`config.mk`:
```
export PLATFORM = sky130hd
export DESIGN_NAME = fmp_field_ctrl
export DESIGN_NICKNAME = d
export VERILOG_FILES = /design/src/hw/fmp_pkg.sv /design/src/hw/fmp_tsync.sv /design/src/hw/fmp_rd_port.sv /design/src/hw/fmp_field_ctrl.sv
export SDC_FILE = /design/constraint.sdc
export NUM_CORES = 1
export LEC_CHECK = 0
export ABC_AREA = 1
export BUFFER_PORTS_ARGS = -buffer_cell sky130_fd_sc_hd__buf_4
export CORE_AREA = 4 4 253 255
export DETAILED_ROUTE_END_ITERATION = 10
export DIE_AREA = 0 0 257 259
export GPL_TIMING_DRIVEN = 0
export PLACE_DENSITY_LB_ADDON = 0.3
export SLEW_MARGIN = 30
export SYNTH_ARGS = -nofsm -noshare
export SYNTH_HDL_FRONTEND = slang
export SYNTH_HIERARCHICAL = 1
export SYNTH_SLANG_ARGS = --single-unit
```
`constraint.sdc`:
```
create_clock -name clk_in -period 4.7 [get_ports clk_in]
set_input_delay 0.47 -clock clk_in [delete_from_list [all_inputs] [get_ports clk_in]]
set_output_delay 0.47 -clock clk_in [all_outputs]
set_load 0.1 [all_outputs]
```
`src/hw/fmp_pkg.sv`:
```
// shared constants and carriers for the field memory pointer control
package fmp_pkg;

    // memory organisation
    localparam int LINES      = 306;
    localparam int BLOCKS     = 16;
    localparam int BLOCK_BITS = 60;
    localparam int LINE_W     = 9;
    localparam int BLOCK_W    = 4;
    localparam int BIT_W      = 6;

    localparam logic [8:0] LAST_LINE  = 9'h131;
    localparam logic [3:0] LAST_BLOCK = 4'hF;
    localparam logic [5:0] LAST_BIT   = 6'h3B;

    // reset values
    localparam logic [8:0] LINE_RST  = 9'h000;
    localparam logic [3:0] BLOCK_RST = 4'h0;
    localparam logic [5:0] BIT_RST   = 6'h00;

    // read lag and transfer sync pulse counts, in port clock cycles
    localparam int         READ_LAG      = 64;
    localparam logic [6:0] READ_LAG_LOAD = 7'(READ_LAG - 1);
    localparam logic [2:0] SYNC_PULSES_W = 3'h5;

    typedef struct packed {
        logic line_restart;
        logic block_restart;
        logic line_inc;
    } fmp_strobe_s;

    typedef struct packed {
        logic [8:0] line;
        logic [3:0] block;
    } fmp_addr_s;

    // line sum modulo the line count
    function automatic logic [8:0] fmp_line_add(input logic [8:0] v,
                                                input logic [8:0] n);
        logic [9:0] s;
        s = {1'b0, v} + {1'b0, n};
        if (s >= 10'(LINES)) begin
            s = s - 10'(LINES);
        end
        return s[8:0];
    endfunction

    // saturating increment counter step
    function automatic logic [8:0] fmp_inc_sat(input logic [8:0] n);
        return (n == LAST_LINE) ? n : n + 9'h001;
    endfunction

endpackage

```
`src/hw/fmp_tsync.sv`:
```
// transfer sync pulse generator and receiver for the write port
`timescale 1ns/1ps
module fmp_tsync
    import fmp_pkg::*;
(
    // clock and reset
    input  wire logic clk_in,
    input  wire logic rst_in,
    // control
    input  wire logic tick_in,
    input  wire logic master_in,
    input  wire logic fire_in,
    // pin
    input  wire logic sync_in,
    output logic      sync_out,
    output logic      sync_oe_out,
    output logic      seen_out
);

    logic [2:0] cnt_r;

    // pulse train length after each block transfer
    always_ff @(posedge clk_in or posedge rst_in) begin
        if (rst_in) begin
            cnt_r <= 3'h0;
        end else if (tick_in && master_in) begin
            if (fire_in) begin
                cnt_r <= SYNC_PULSES_W - 3'h1;
            end else if (cnt_r != 3'h0) begin
                cnt_r <= cnt_r - 3'h1;
            end
        end
    end

    // master drives the pin with the write clock
    always_ff @(posedge clk_in or posedge rst_in) begin
        if (rst_in) begin
            sync_out    <= 1'b0;
            sync_oe_out <= 1'b0;
        end else begin
            sync_oe_out <= master_in;
            if (!master_in) begin
                sync_out <= 1'b0;
            end else if (tick_in) begin
                sync_out <= fire_in || cnt_r != 3'h0;
            end
        end
    end

    // slave catches the master's pulse
    always_ff @(posedge clk_in or posedge rst_in) begin
        if (rst_in) begin
            seen_out <= 1'b0;
        end else if (tick_in) begin
            seen_out <= !master_in && sync_in;
        end
    end

endmodule // fmp_tsync

```
`src/hw/fmp_rd_port.sv`:
```
// read port pointer sequencer with fixed output lag
`timescale 1ns/1ps
module fmp_rd_port
    import fmp_pkg::*;
(
    // clock and reset
    input  wire logic        clk_in,
    input  wire logic        rst_in,
    // port controls
    input  wire logic        tick_in,
    input  wire fmp_strobe_s strobe_in,
    input  wire logic        recursive_in,
    // array side
    input  wire logic [59:0] word_in,
    output fmp_addr_s        addr_out,
    // serial output
    output logic             bit_out,
    output logic             active_out
);

    logic [5:0] bit_r;
    logic [6:0] lag_r;
    logic       lr_pend_r;
    logic [8:0] inc_r;
    logic       restart;
    logic       inc_ok;
    logic       blk_end;
    logic [8:0] n_eff;

    always_comb begin
        restart = recursive_in ? strobe_in.line_restart
                               : strobe_in.block_restart;
        inc_ok  = strobe_in.line_inc && !strobe_in.line_restart;
        blk_end = active_out && lag_r == 7'h00 && bit_r == LAST_BIT;
        n_eff   = inc_ok ? fmp_inc_sat(inc_r) : inc_r;
    end

    // line and block pointer
    always_ff @(posedge clk_in or posedge rst_in) begin
        if (rst_in) begin
            addr_out   <= '0;
            active_out <= 1'b0;
            lag_r      <= 7'h00;
        end else if (tick_in) begin
            if (restart) begin
                active_out     <= 1'b1;
                lag_r          <= READ_LAG_LOAD;
                addr_out.block <= BLOCK_RST;
                if (recursive_in) begin
                    addr_out.line <= LINE_RST;
                end else if (strobe_in.line_restart || lr_pend_r) begin
                    addr_out.line <= fmp_line_add(LINE_RST, n_eff);
                end else begin
                    addr_out.line <= fmp_line_add(addr_out.line, n_eff);
                end
            end else if (lag_r != 7'h00) begin
                lag_r <= lag_r - 7'h01;
            end else if (blk_end) begin
                if (recursive_in) begin
                    addr_out.block <= addr_out.block + 4'h1;
                    if (addr_out.block == LAST_BLOCK) begin
                        addr_out.line <= (addr_out.line == LAST_LINE) ?
                            LINE_RST : addr_out.line + 9'h001;
                    end
                end else begin
                    if (lr_pend_r) begin
                        addr_out.line <= fmp_line_add(LINE_RST, inc_r);
                    end
                    if (addr_out.block == LAST_BLOCK && !lr_pend_r) begin
                        active_out <= 1'b0;
                    end else begin
                        addr_out.block <= addr_out.block + 4'h1;
                    end
                end
            end
        end
    end

    // pending line reset and increment count
    always_ff @(posedge clk_in or posedge rst_in) begin
        if (rst_in) begin
            lr_pend_r <= 1'b0;
            inc_r     <= 9'h000;
        end else if (tick_in) begin
            if (restart || (blk_end && lr_pend_r)) begin
                lr_pend_r <= 1'b0;
                inc_r     <= 9'h000;
            end else if (!recursive_in && strobe_in.line_restart) begin
                lr_pend_r <= 1'b1;
                inc_r     <= 9'h000;
            end else if (!recursive_in && inc_ok) begin
                inc_r <= fmp_inc_sat(inc_r);
            end
        end
    end

    // bit position and serial output; holds during the lag
    always_ff @(posedge clk_in or posedge rst_in) begin
        if (rst_in) begin
            bit_r   <= BIT_RST;
            bit_out <= 1'b0;
        end else if (tick_in) begin
            if (restart) begin
                bit_r <= BIT_RST;
            end else if (active_out && lag_r == 7'h00) begin
                bit_out <= word_in[bit_r];
                bit_r   <= (bit_r == LAST_BIT) ? BIT_RST : bit_r + 6'h01;
            end
        end
    end

endmodule // fmp_rd_port

```
`src/hw/fmp_field_ctrl.sv`:
```
// The placing of the registers and the strobed register port were decided locally.
`timescale 1ns/1ps
module fmp_field_ctrl
    import fmp_pkg::*;
#(
    parameter int RD_PORTS = 2
) (
    // clock and reset
    input  wire logic            clk_in,
    input  wire logic            rst_in,
    // mode pins
    input  wire logic            recursive_select_in,
    input  wire logic            preset_select_in,
    input  wire logic            sync_role_select_in,
    // write port
    input  wire logic            write_port_clock_in,
    input  wire fmp_strobe_s     wr_strobe_in,
    input  wire logic            wr_gate_n_in,
    input  wire logic [3:0]      wr_preset_block_in,
    input  wire logic            wr_data_in,
    output logic                 wr_commit_out,
    output fmp_addr_s            wr_addr_out,
    output logic [59:0]          wr_word_out,
    // transfer sync pin
    input  wire logic            transfer_sync_in,
    output logic                 transfer_sync_out,
    output logic                 transfer_sync_oe_out,
    output logic                 transfer_sync_seen_out,
    // read ports
    input  wire logic [1:0]      read_port_clock_in,
    input  wire fmp_strobe_s     rd_strobe_in [RD_PORTS],
    input  wire logic [59:0]     rd_word_in [RD_PORTS],
    output fmp_addr_s            rd_addr_out [RD_PORTS],
    output logic [RD_PORTS-1:0]  rd_bit_out,
    output logic [RD_PORTS-1:0]  rd_active_out
);

    if (RD_PORTS < 1 || RD_PORTS > 2) begin : g_bad_ports
        $error("fmp_field_ctrl: RD_PORTS must be 1 or 2");
    end

    // write side state
    fmp_addr_s   wptr_r;
    logic [5:0]  wbit_r;
    logic [59:0] wword_r;
    logic        wok_r;
    logic        wrun_r;
    logic        wlr_pend_r;
    logic [8:0]  winc_r;

    // decoded write events
    logic        wtick;
    logic        wrec;
    logic        wrestart;
    logic        winc_ok;
    logic [8:0]  wn_eff;
    logic        wbit_ok;
    logic        wblk_end;
    logic        wmaster;
    logic        wfire;

    always_comb begin
        wtick    = write_port_clock_in;
        wrec     = recursive_select_in;
        wrestart = wrec ? wr_strobe_in.line_restart
                        : wr_strobe_in.block_restart;
        // increment coincident with line clear does not count
        winc_ok  = wr_strobe_in.line_inc && !wr_strobe_in.line_restart;
        wn_eff   = winc_ok ? fmp_inc_sat(winc_r) : winc_r;
        wbit_ok  = !wr_gate_n_in;
        wblk_end = wrun_r && !wrestart && wbit_r == LAST_BIT;
        wfire    = wtick && wblk_end;
        // preset low ignores the role pin and forces sync master
        wmaster  = !preset_select_in || !sync_role_select_in;
    end

    // write line and block pointer
    always_ff @(posedge clk_in or posedge rst_in) begin
        if (rst_in) begin
            wptr_r <= '0;
            wrun_r <= 1'b0;
        end else if (wtick) begin
            if (wrestart) begin
                wrun_r <= 1'b1;
                if (wrec) begin
                    wptr_r.line  <= LINE_RST;
                    wptr_r.block <= BLOCK_RST;
                end else begin
                    wptr_r.block <= preset_select_in ?
                        wr_preset_block_in : BLOCK_RST;
                    if (wr_strobe_in.line_restart || wlr_pend_r) begin
                        wptr_r.line <= fmp_line_add(LINE_RST, wn_eff);
                    end else begin
                        wptr_r.line <= fmp_line_add(wptr_r.line, wn_eff);
                    end
                end
            end else if (wblk_end) begin
                if (wrec) begin
                    wptr_r.block <= wptr_r.block + 4'h1;
                    if (wptr_r.block == LAST_BLOCK) begin
                        wptr_r.line <= (wptr_r.line == LAST_LINE) ?
                            LINE_RST : wptr_r.line + 9'h001;
                    end
                end else begin
                    if (wlr_pend_r) begin
                        wptr_r.line <= fmp_line_add(LINE_RST, winc_r);
                    end
                    if (wptr_r.block == LAST_BLOCK && !wlr_pend_r) begin
                        wrun_r <= 1'b0;
                    end else begin
                        wptr_r.block <= wptr_r.block + 4'h1;
                    end
                end
            end
        end
    end

    // pending line reset and increment count
    always_ff @(posedge clk_in or posedge rst_in) begin
        if (rst_in) begin
            wlr_pend_r <= 1'b0;
            winc_r     <= 9'h000;
        end else if (wtick) begin
            if (wrestart || (wblk_end && wlr_pend_r)) begin
                // increments after the block clear start afresh
                wlr_pend_r <= 1'b0;
                winc_r     <= 9'h000;
            end else if (!wrec && wr_strobe_in.line_restart) begin
                wlr_pend_r <= 1'b1;
                winc_r     <= 9'h000;
            end else if (!wrec && winc_ok) begin
                winc_r <= fmp_inc_sat(winc_r);
            end
        end
    end

    // bit position within the block
    always_ff @(posedge clk_in or posedge rst_in) begin
        if (rst_in) begin
            wbit_r <= BIT_RST;
        end else if (wtick) begin
            if (wrestart) begin
                wbit_r <= 6'h01;
            end else if (wrun_r) begin
                wbit_r <= (wbit_r == LAST_BIT) ? BIT_RST : wbit_r + 6'h01;
            end
        end
    end

    // block assembly; a restart drops the partial block
    always_ff @(posedge clk_in or posedge rst_in) begin
        if (rst_in) begin
            wword_r <= 60'h000000000000000;
            wok_r   <= 1'b0;
        end else if (wtick) begin
            if (wrestart) begin
                // data bit clocked with the strobe becomes bit 0
                wword_r    <= 60'h000000000000000;
                wword_r[0] <= wr_data_in;
                wok_r      <= wbit_ok;
            end else if (wrun_r) begin
                wword_r[wbit_r] <= wr_data_in;
                if (wbit_r == LAST_BIT) begin
                    wok_r <= 1'b1;
                end else if (!wbit_ok) begin
                    wok_r <= 1'b0;
                end
            end
        end
    end

    // committed block to the array
    always_ff @(posedge clk_in or posedge rst_in) begin
        if (rst_in) begin
            wr_commit_out <= 1'b0;
            wr_addr_out   <= '0;
            wr_word_out   <= 60'h000000000000000;
        end else begin
            // only whole, ungated blocks reach the array
            wr_commit_out <= wfire && wok_r && wbit_ok;
            if (wfire && wok_r && wbit_ok) begin
                wr_addr_out           <= wptr_r;
                wr_word_out           <= wword_r;
                wr_word_out[LAST_BIT] <= wr_data_in;
            end
        end
    end

    // transfer sync between paired chips
    fmp_tsync u_tsync (
        .clk_in      (clk_in),
        .rst_in      (rst_in),
        .tick_in     (wtick),
        .master_in   (wmaster),
        .fire_in     (wblk_end),
        .sync_in     (transfer_sync_in),
        .sync_out    (transfer_sync_out),
        .sync_oe_out (transfer_sync_oe_out),
        .seen_out    (transfer_sync_seen_out)
    );

    // read ports, each on its own port clock
    genvar gi;
    generate
        for (gi = 0; gi < RD_PORTS; gi++) begin : g_rd
            fmp_rd_port u_rd (
                .clk_in       (clk_in),
                .rst_in       (rst_in),
                .tick_in      (read_port_clock_in[gi]),
                .strobe_in    (rd_strobe_in[gi]),
                .recursive_in (recursive_select_in),
                .word_in      (rd_word_in[gi]),
                .addr_out     (rd_addr_out[gi]),
                .bit_out      (rd_bit_out[gi]),
                .active_out   (rd_active_out[gi])
            );
        end
    endgenerate

endmodule // fmp_field_ctrl

```
==> metrics.sh <==
DRT_ITER0_MARKERS=1162
FINALWORSTPATHREQUIREDPERIOD_NS=3.85
ROUTED_LENGTH_ON_MET1_UM=26200
PATH_COMMON_CELL='sky130_fd_sc_hd__nand2_1'
CTS.REPORTEDPATHS.CLKPINSLEW_NS=0.06
GRT_FIRST_PASS_WIRELENGTH_UM=92700
SYNTH.YOSYS.SEQ_AREA_SHARE_PCT=33.6
P_PER_AREA_nW_PER_UM2=328
ROW_COUNT=91
ROUTED-VIA-COUNT=18300
SLEW_HEADROOM_PCT=36.0
AREA_GROWTH_SYN_TO_LAYOUT_PCT=22.3
DR_WL_MET3_UM=2660
CTS.HTREE.LEVELS=1
TIMING.HOLD.WORST.CLASS='input port to register'
ROUTE.ANTENNA.REMAINING_NETS=0
TIMING_WORST_SETUP_PATH_TYPE='register to register'
FIRSTDRTPASSITERS=5
AVGSYNTHCELLAREA_UM2=6.88
DIE_Y_UM=259
RSZ0062_AT_GRT='false'
WL_UM=56700
CTS.ROOT.BUFFER_CELL='sky130_fd_sc_hd__clkbuf_16'
DRT-VIAS-PER-INSTANCE=4.79
CAP_VIOLATIONS=0
SYN_AREA_UM2=18300
POST-ROUTE-PERIOD-UTIL_PCT=81.9
DIE-AREA_UM2=66600
GRT_OVERFLOW_TOTAL=0
PORT_BUFFERS=249
MAX_CLOCK_FREQ_GHz=0.260
MAX-CLOCK-PATH-BUFFERS=3
FP.DIEW_UM=257
FINALINSTANCEAREA_UM2=22400
SETUP.WORST_PATH.START_CLASS='register'
HOLD_BUFFERS=1
CPMAXSTAGEDELAYCELL='sky130_fd_sc_hd__dfrtp_1'
YOSYSUNIQUECELLTYPES=55
FILLERS=6602
STATIC-LEAKAGE-POWER_nW=10.8
STARTING_UTILIZATION_OF_THE_CORE_AREA_PCT=29.8
CLOCK_SINKS=246
POST_CTS.RESIZED_INSTANCES=0
HIGHEST_LAYER='met4'
GRT_PASS1_VIAS=17500
POST_ROUTE_CELLS_DRIVE_ABOVE_1_SHARE_PCT=16.8
YS_FF_LATCH=246
DRT_DRC_VIOLATIONS_LEFT=0
CORE-AREA_UM2=61600
GLOBAL_ROUTE.USAGE.TOTAL_PCT=16.6
ANTENNA_FOUND_INITIAL=0
MAXIMUM_NUMBER_OF_PINS_ON_ONE_NET_BEFORE_GLOBAL_ROUTE_REPAIR=30
FINAL-HOLD-VIOLATION-COUNT=0
DESIGN.FINAL.NETS=3171
MET2ROUTEDLENGTH_UM=26700
ARRIVAL_NS=4.36
FLOORPLAN.IO_PINS=251
PLACEDINSTANCEAREA_UM2=21400
DETAILED_PLACE_HPWL_UM=43700
POSTSYNTHNETCOUNT=2882
ROUTED_WIRE_LENGTH_PER_INSTANCE_UM=14.9
TRITONCTS_CLOCK_TREE='yes'
POSTSYNTHCELLCOUNT=2668
WORSTPATHREQUIRED_NS=5.21
TIMING_MAX_TRANSITION_VIOLATIONS_FINAL=0
TIGHTESTPINTRANSITION_NS=0.952
NUMBER_OF_CTS_INSERTED_BUFFERS=29
CTS_POST_SETUP_BUFFERS_INSERTED=0
GLOBALPLACE.CONGESTION=0.877
WORST_IR_DROP_VDD_V=0.000388
FINAL_SETUP_VIOLATING_ENDPOINTS=0
CLOCK_INSERTION_DELAY_WORST_SKEW_NS=0.58
N_ANTENNA_CELL=0
CP-END-KIND='register'
CRITPATHMAXSTAGEDELAY_NS=0.46
FIN_SETUP_TNS_NS=0
FINCLKSKEW_NS=0.0166
YOSYSWARNINGCOUNT=6
CRIT_FANOUT=8
STATUS='complete, no violations'
## metal layers
metal	vias to the layer above	track usage (%)
li1	9405	-
met1	8448	22.4
met2	357	27.9
met3	78	2.78
met4	0	3.88
met5	-	0
## report_power, final
part           internal, mW  switching, mW  leakage [nW]
logic                 0.808           1.74          7.00
registers              2.25          0.219          3.27
clock network          1.40          0.942         0.491
total                  4.46           2.90          10.8
## cell usage after synthesis, drive strengths merged
cell type | n | area share [%]
or2 | 5 | 0.17
nand2 | 718 | 16
nor3b | 1 | 0.041
xor2 | 29 | 1.4
o2bb2ai | 1 | 0.082
inv | 361 | 7.4
nor2 | 269 | 6.8
and2 | 2 | 0.068
o211ai | 14 | 0.57
o21bai | 3 | 0.14
a21oi | 153 | 4.6
xnor2 | 6 | 0.29
o21a | 5 | 0.20
a31oi | 4 | 0.14
a21boi | 10 | 0.49
clkinv | 9 | 0.18
a22oi | 4 | 0.19
nor3 | 30 | 0.88
o221ai | 12 | 0.57
fa | 3 | 0.33
dfrtp | 246 | 34
o22ai | 93 | 3.2
nand3 | 228 | 7.0
nand3b | 17 | 0.70
o31ai | 8 | 0.33
nor4 | 2 | 0.068
and3b | 2 | 0.095
o21ai | 256 | 7.0
nand4 | 38 | 1.3
ha | 67 | 4.6
clkbuf | 39 | 0.80
o311ai | 1 | 0.14
buf | 32 | 0.97
## cells by family (layout without fill, tap and decap cells)
family          Yosys count  after routing  synth area share, %
fa+ha+maj                70             70                 4.90
buf+inv                 441            751                 9.34
flops                   246            246                 33.6
xor+xnor                 35             35                 1.71
simple gates           1312           1312                 32.9
compound gates          564            564                 17.6
## worst paths after layout
check                                       from                     to  slack (ns)  cells past startpoint
max in group asynchronous                 rst_in        wr_word_out[33]        3.22                      6
max                                    winc_r[1]             wptr_r[11]        0.85                     28
min                        read_port_clock_in[1]  g_rd[1].u_rd/lag_r[6]        0.10                      2
min in group asynchronous                 rst_in       u_tsync/cnt_r[0]        0.47                      3
min reg2reg                      wr_word_out[55]        wr_word_out[55]        0.48                      2
max reg2reg                            winc_r[1]             wptr_r[11]        0.85                     28
## critical path, delay by kind of cell, from the launching register on
kind	cells	cell delay (ns)
AO/OA/AOI/OAI	1	0.14
adder cells (fa/ha/maj)	3	0.75
buffers and inverters	5	0.46
flip-flops	1	0.46
AND/OR/NAND/NOR	19	1.98
## stage by stage
step / instances / setup WS [ns] / power [mW] / util [%] / hold WS [ns]
global route: 3815 / 0.369 / 7.88 / 36.4 / 0.0721
detailed placement: 3762 / 0.815 / 5.05 / 34.8 / 0.467
global placement: 3754 / 0.797 / 5.03 / 34.5 / 0.457
floorplan: 2668 / 1.50 / 4.35 / - / 0.261
finish: 3815 / 0.850 / 7.36 / 36.4 / 0.104
CTS: 3815 / 0.853 / 7.46 / 36.4 / 0.0453
## registers in the layout (all words and copies together), names as in the netlist, 2 cells and up
name                  flops
u_tsync/cnt_r             3
g_rd.u_rd/inc_r          18
wr_addr_out              13
wbit_r                    6
wr_word_out              60
g_rd.u_rd/bit_r          12
winc_r                    9
g_rd.u_rd/addr_out       26
wptr_r                   13
g_rd.u_rd/bit_out         2
wword_r                  59
g_rd.u_rd/active_out      2
g_rd.u_rd/lr_pend_r       2
g_rd.u_rd/lag_r          14
## layout by cell type, fill, tap and decap left out, types with 32 or more instances in the layout
cell / n
sky130_fd_sc_hd__nand2_1: 670
sky130_fd_sc_hd__nand4_1: 37
sky130_fd_sc_hd__nand2_2: 32
sky130_fd_sc_hd__o21ai_0: 229
sky130_fd_sc_hd__inv_1: 331
sky130_fd_sc_hd__nand3_1: 207
sky130_fd_sc_hd__nor2_1: 235
sky130_fd_sc_hd__buf_4: 249
sky130_fd_sc_hd__o22ai_1: 93
sky130_fd_sc_hd__ha_1: 67
sky130_fd_sc_hd__a21oi_1: 138
sky130_fd_sc_hd__dfrtp_1: 246
sky130_fd_sc_hd__clkbuf_1: 41
## area by class of cell
cell class / instances / area (µm²) / share of cell area (%)
plain buffers: 71 / 324 / 1.44
clock buffers: 34 / 774 / 3.45
clock inverters: 18 / 214 / 0.953
inverters: 370 / 1390 / 6.21
multi-input cells: 1981 / 10500 / 46.7
flip-flops and latches: 246 / 6160 / 27.4
well taps: 837 / 1050 / 4.67
repair buffers: 258 / 2050 / 9.15
Power figures use the tool's default switching activity.
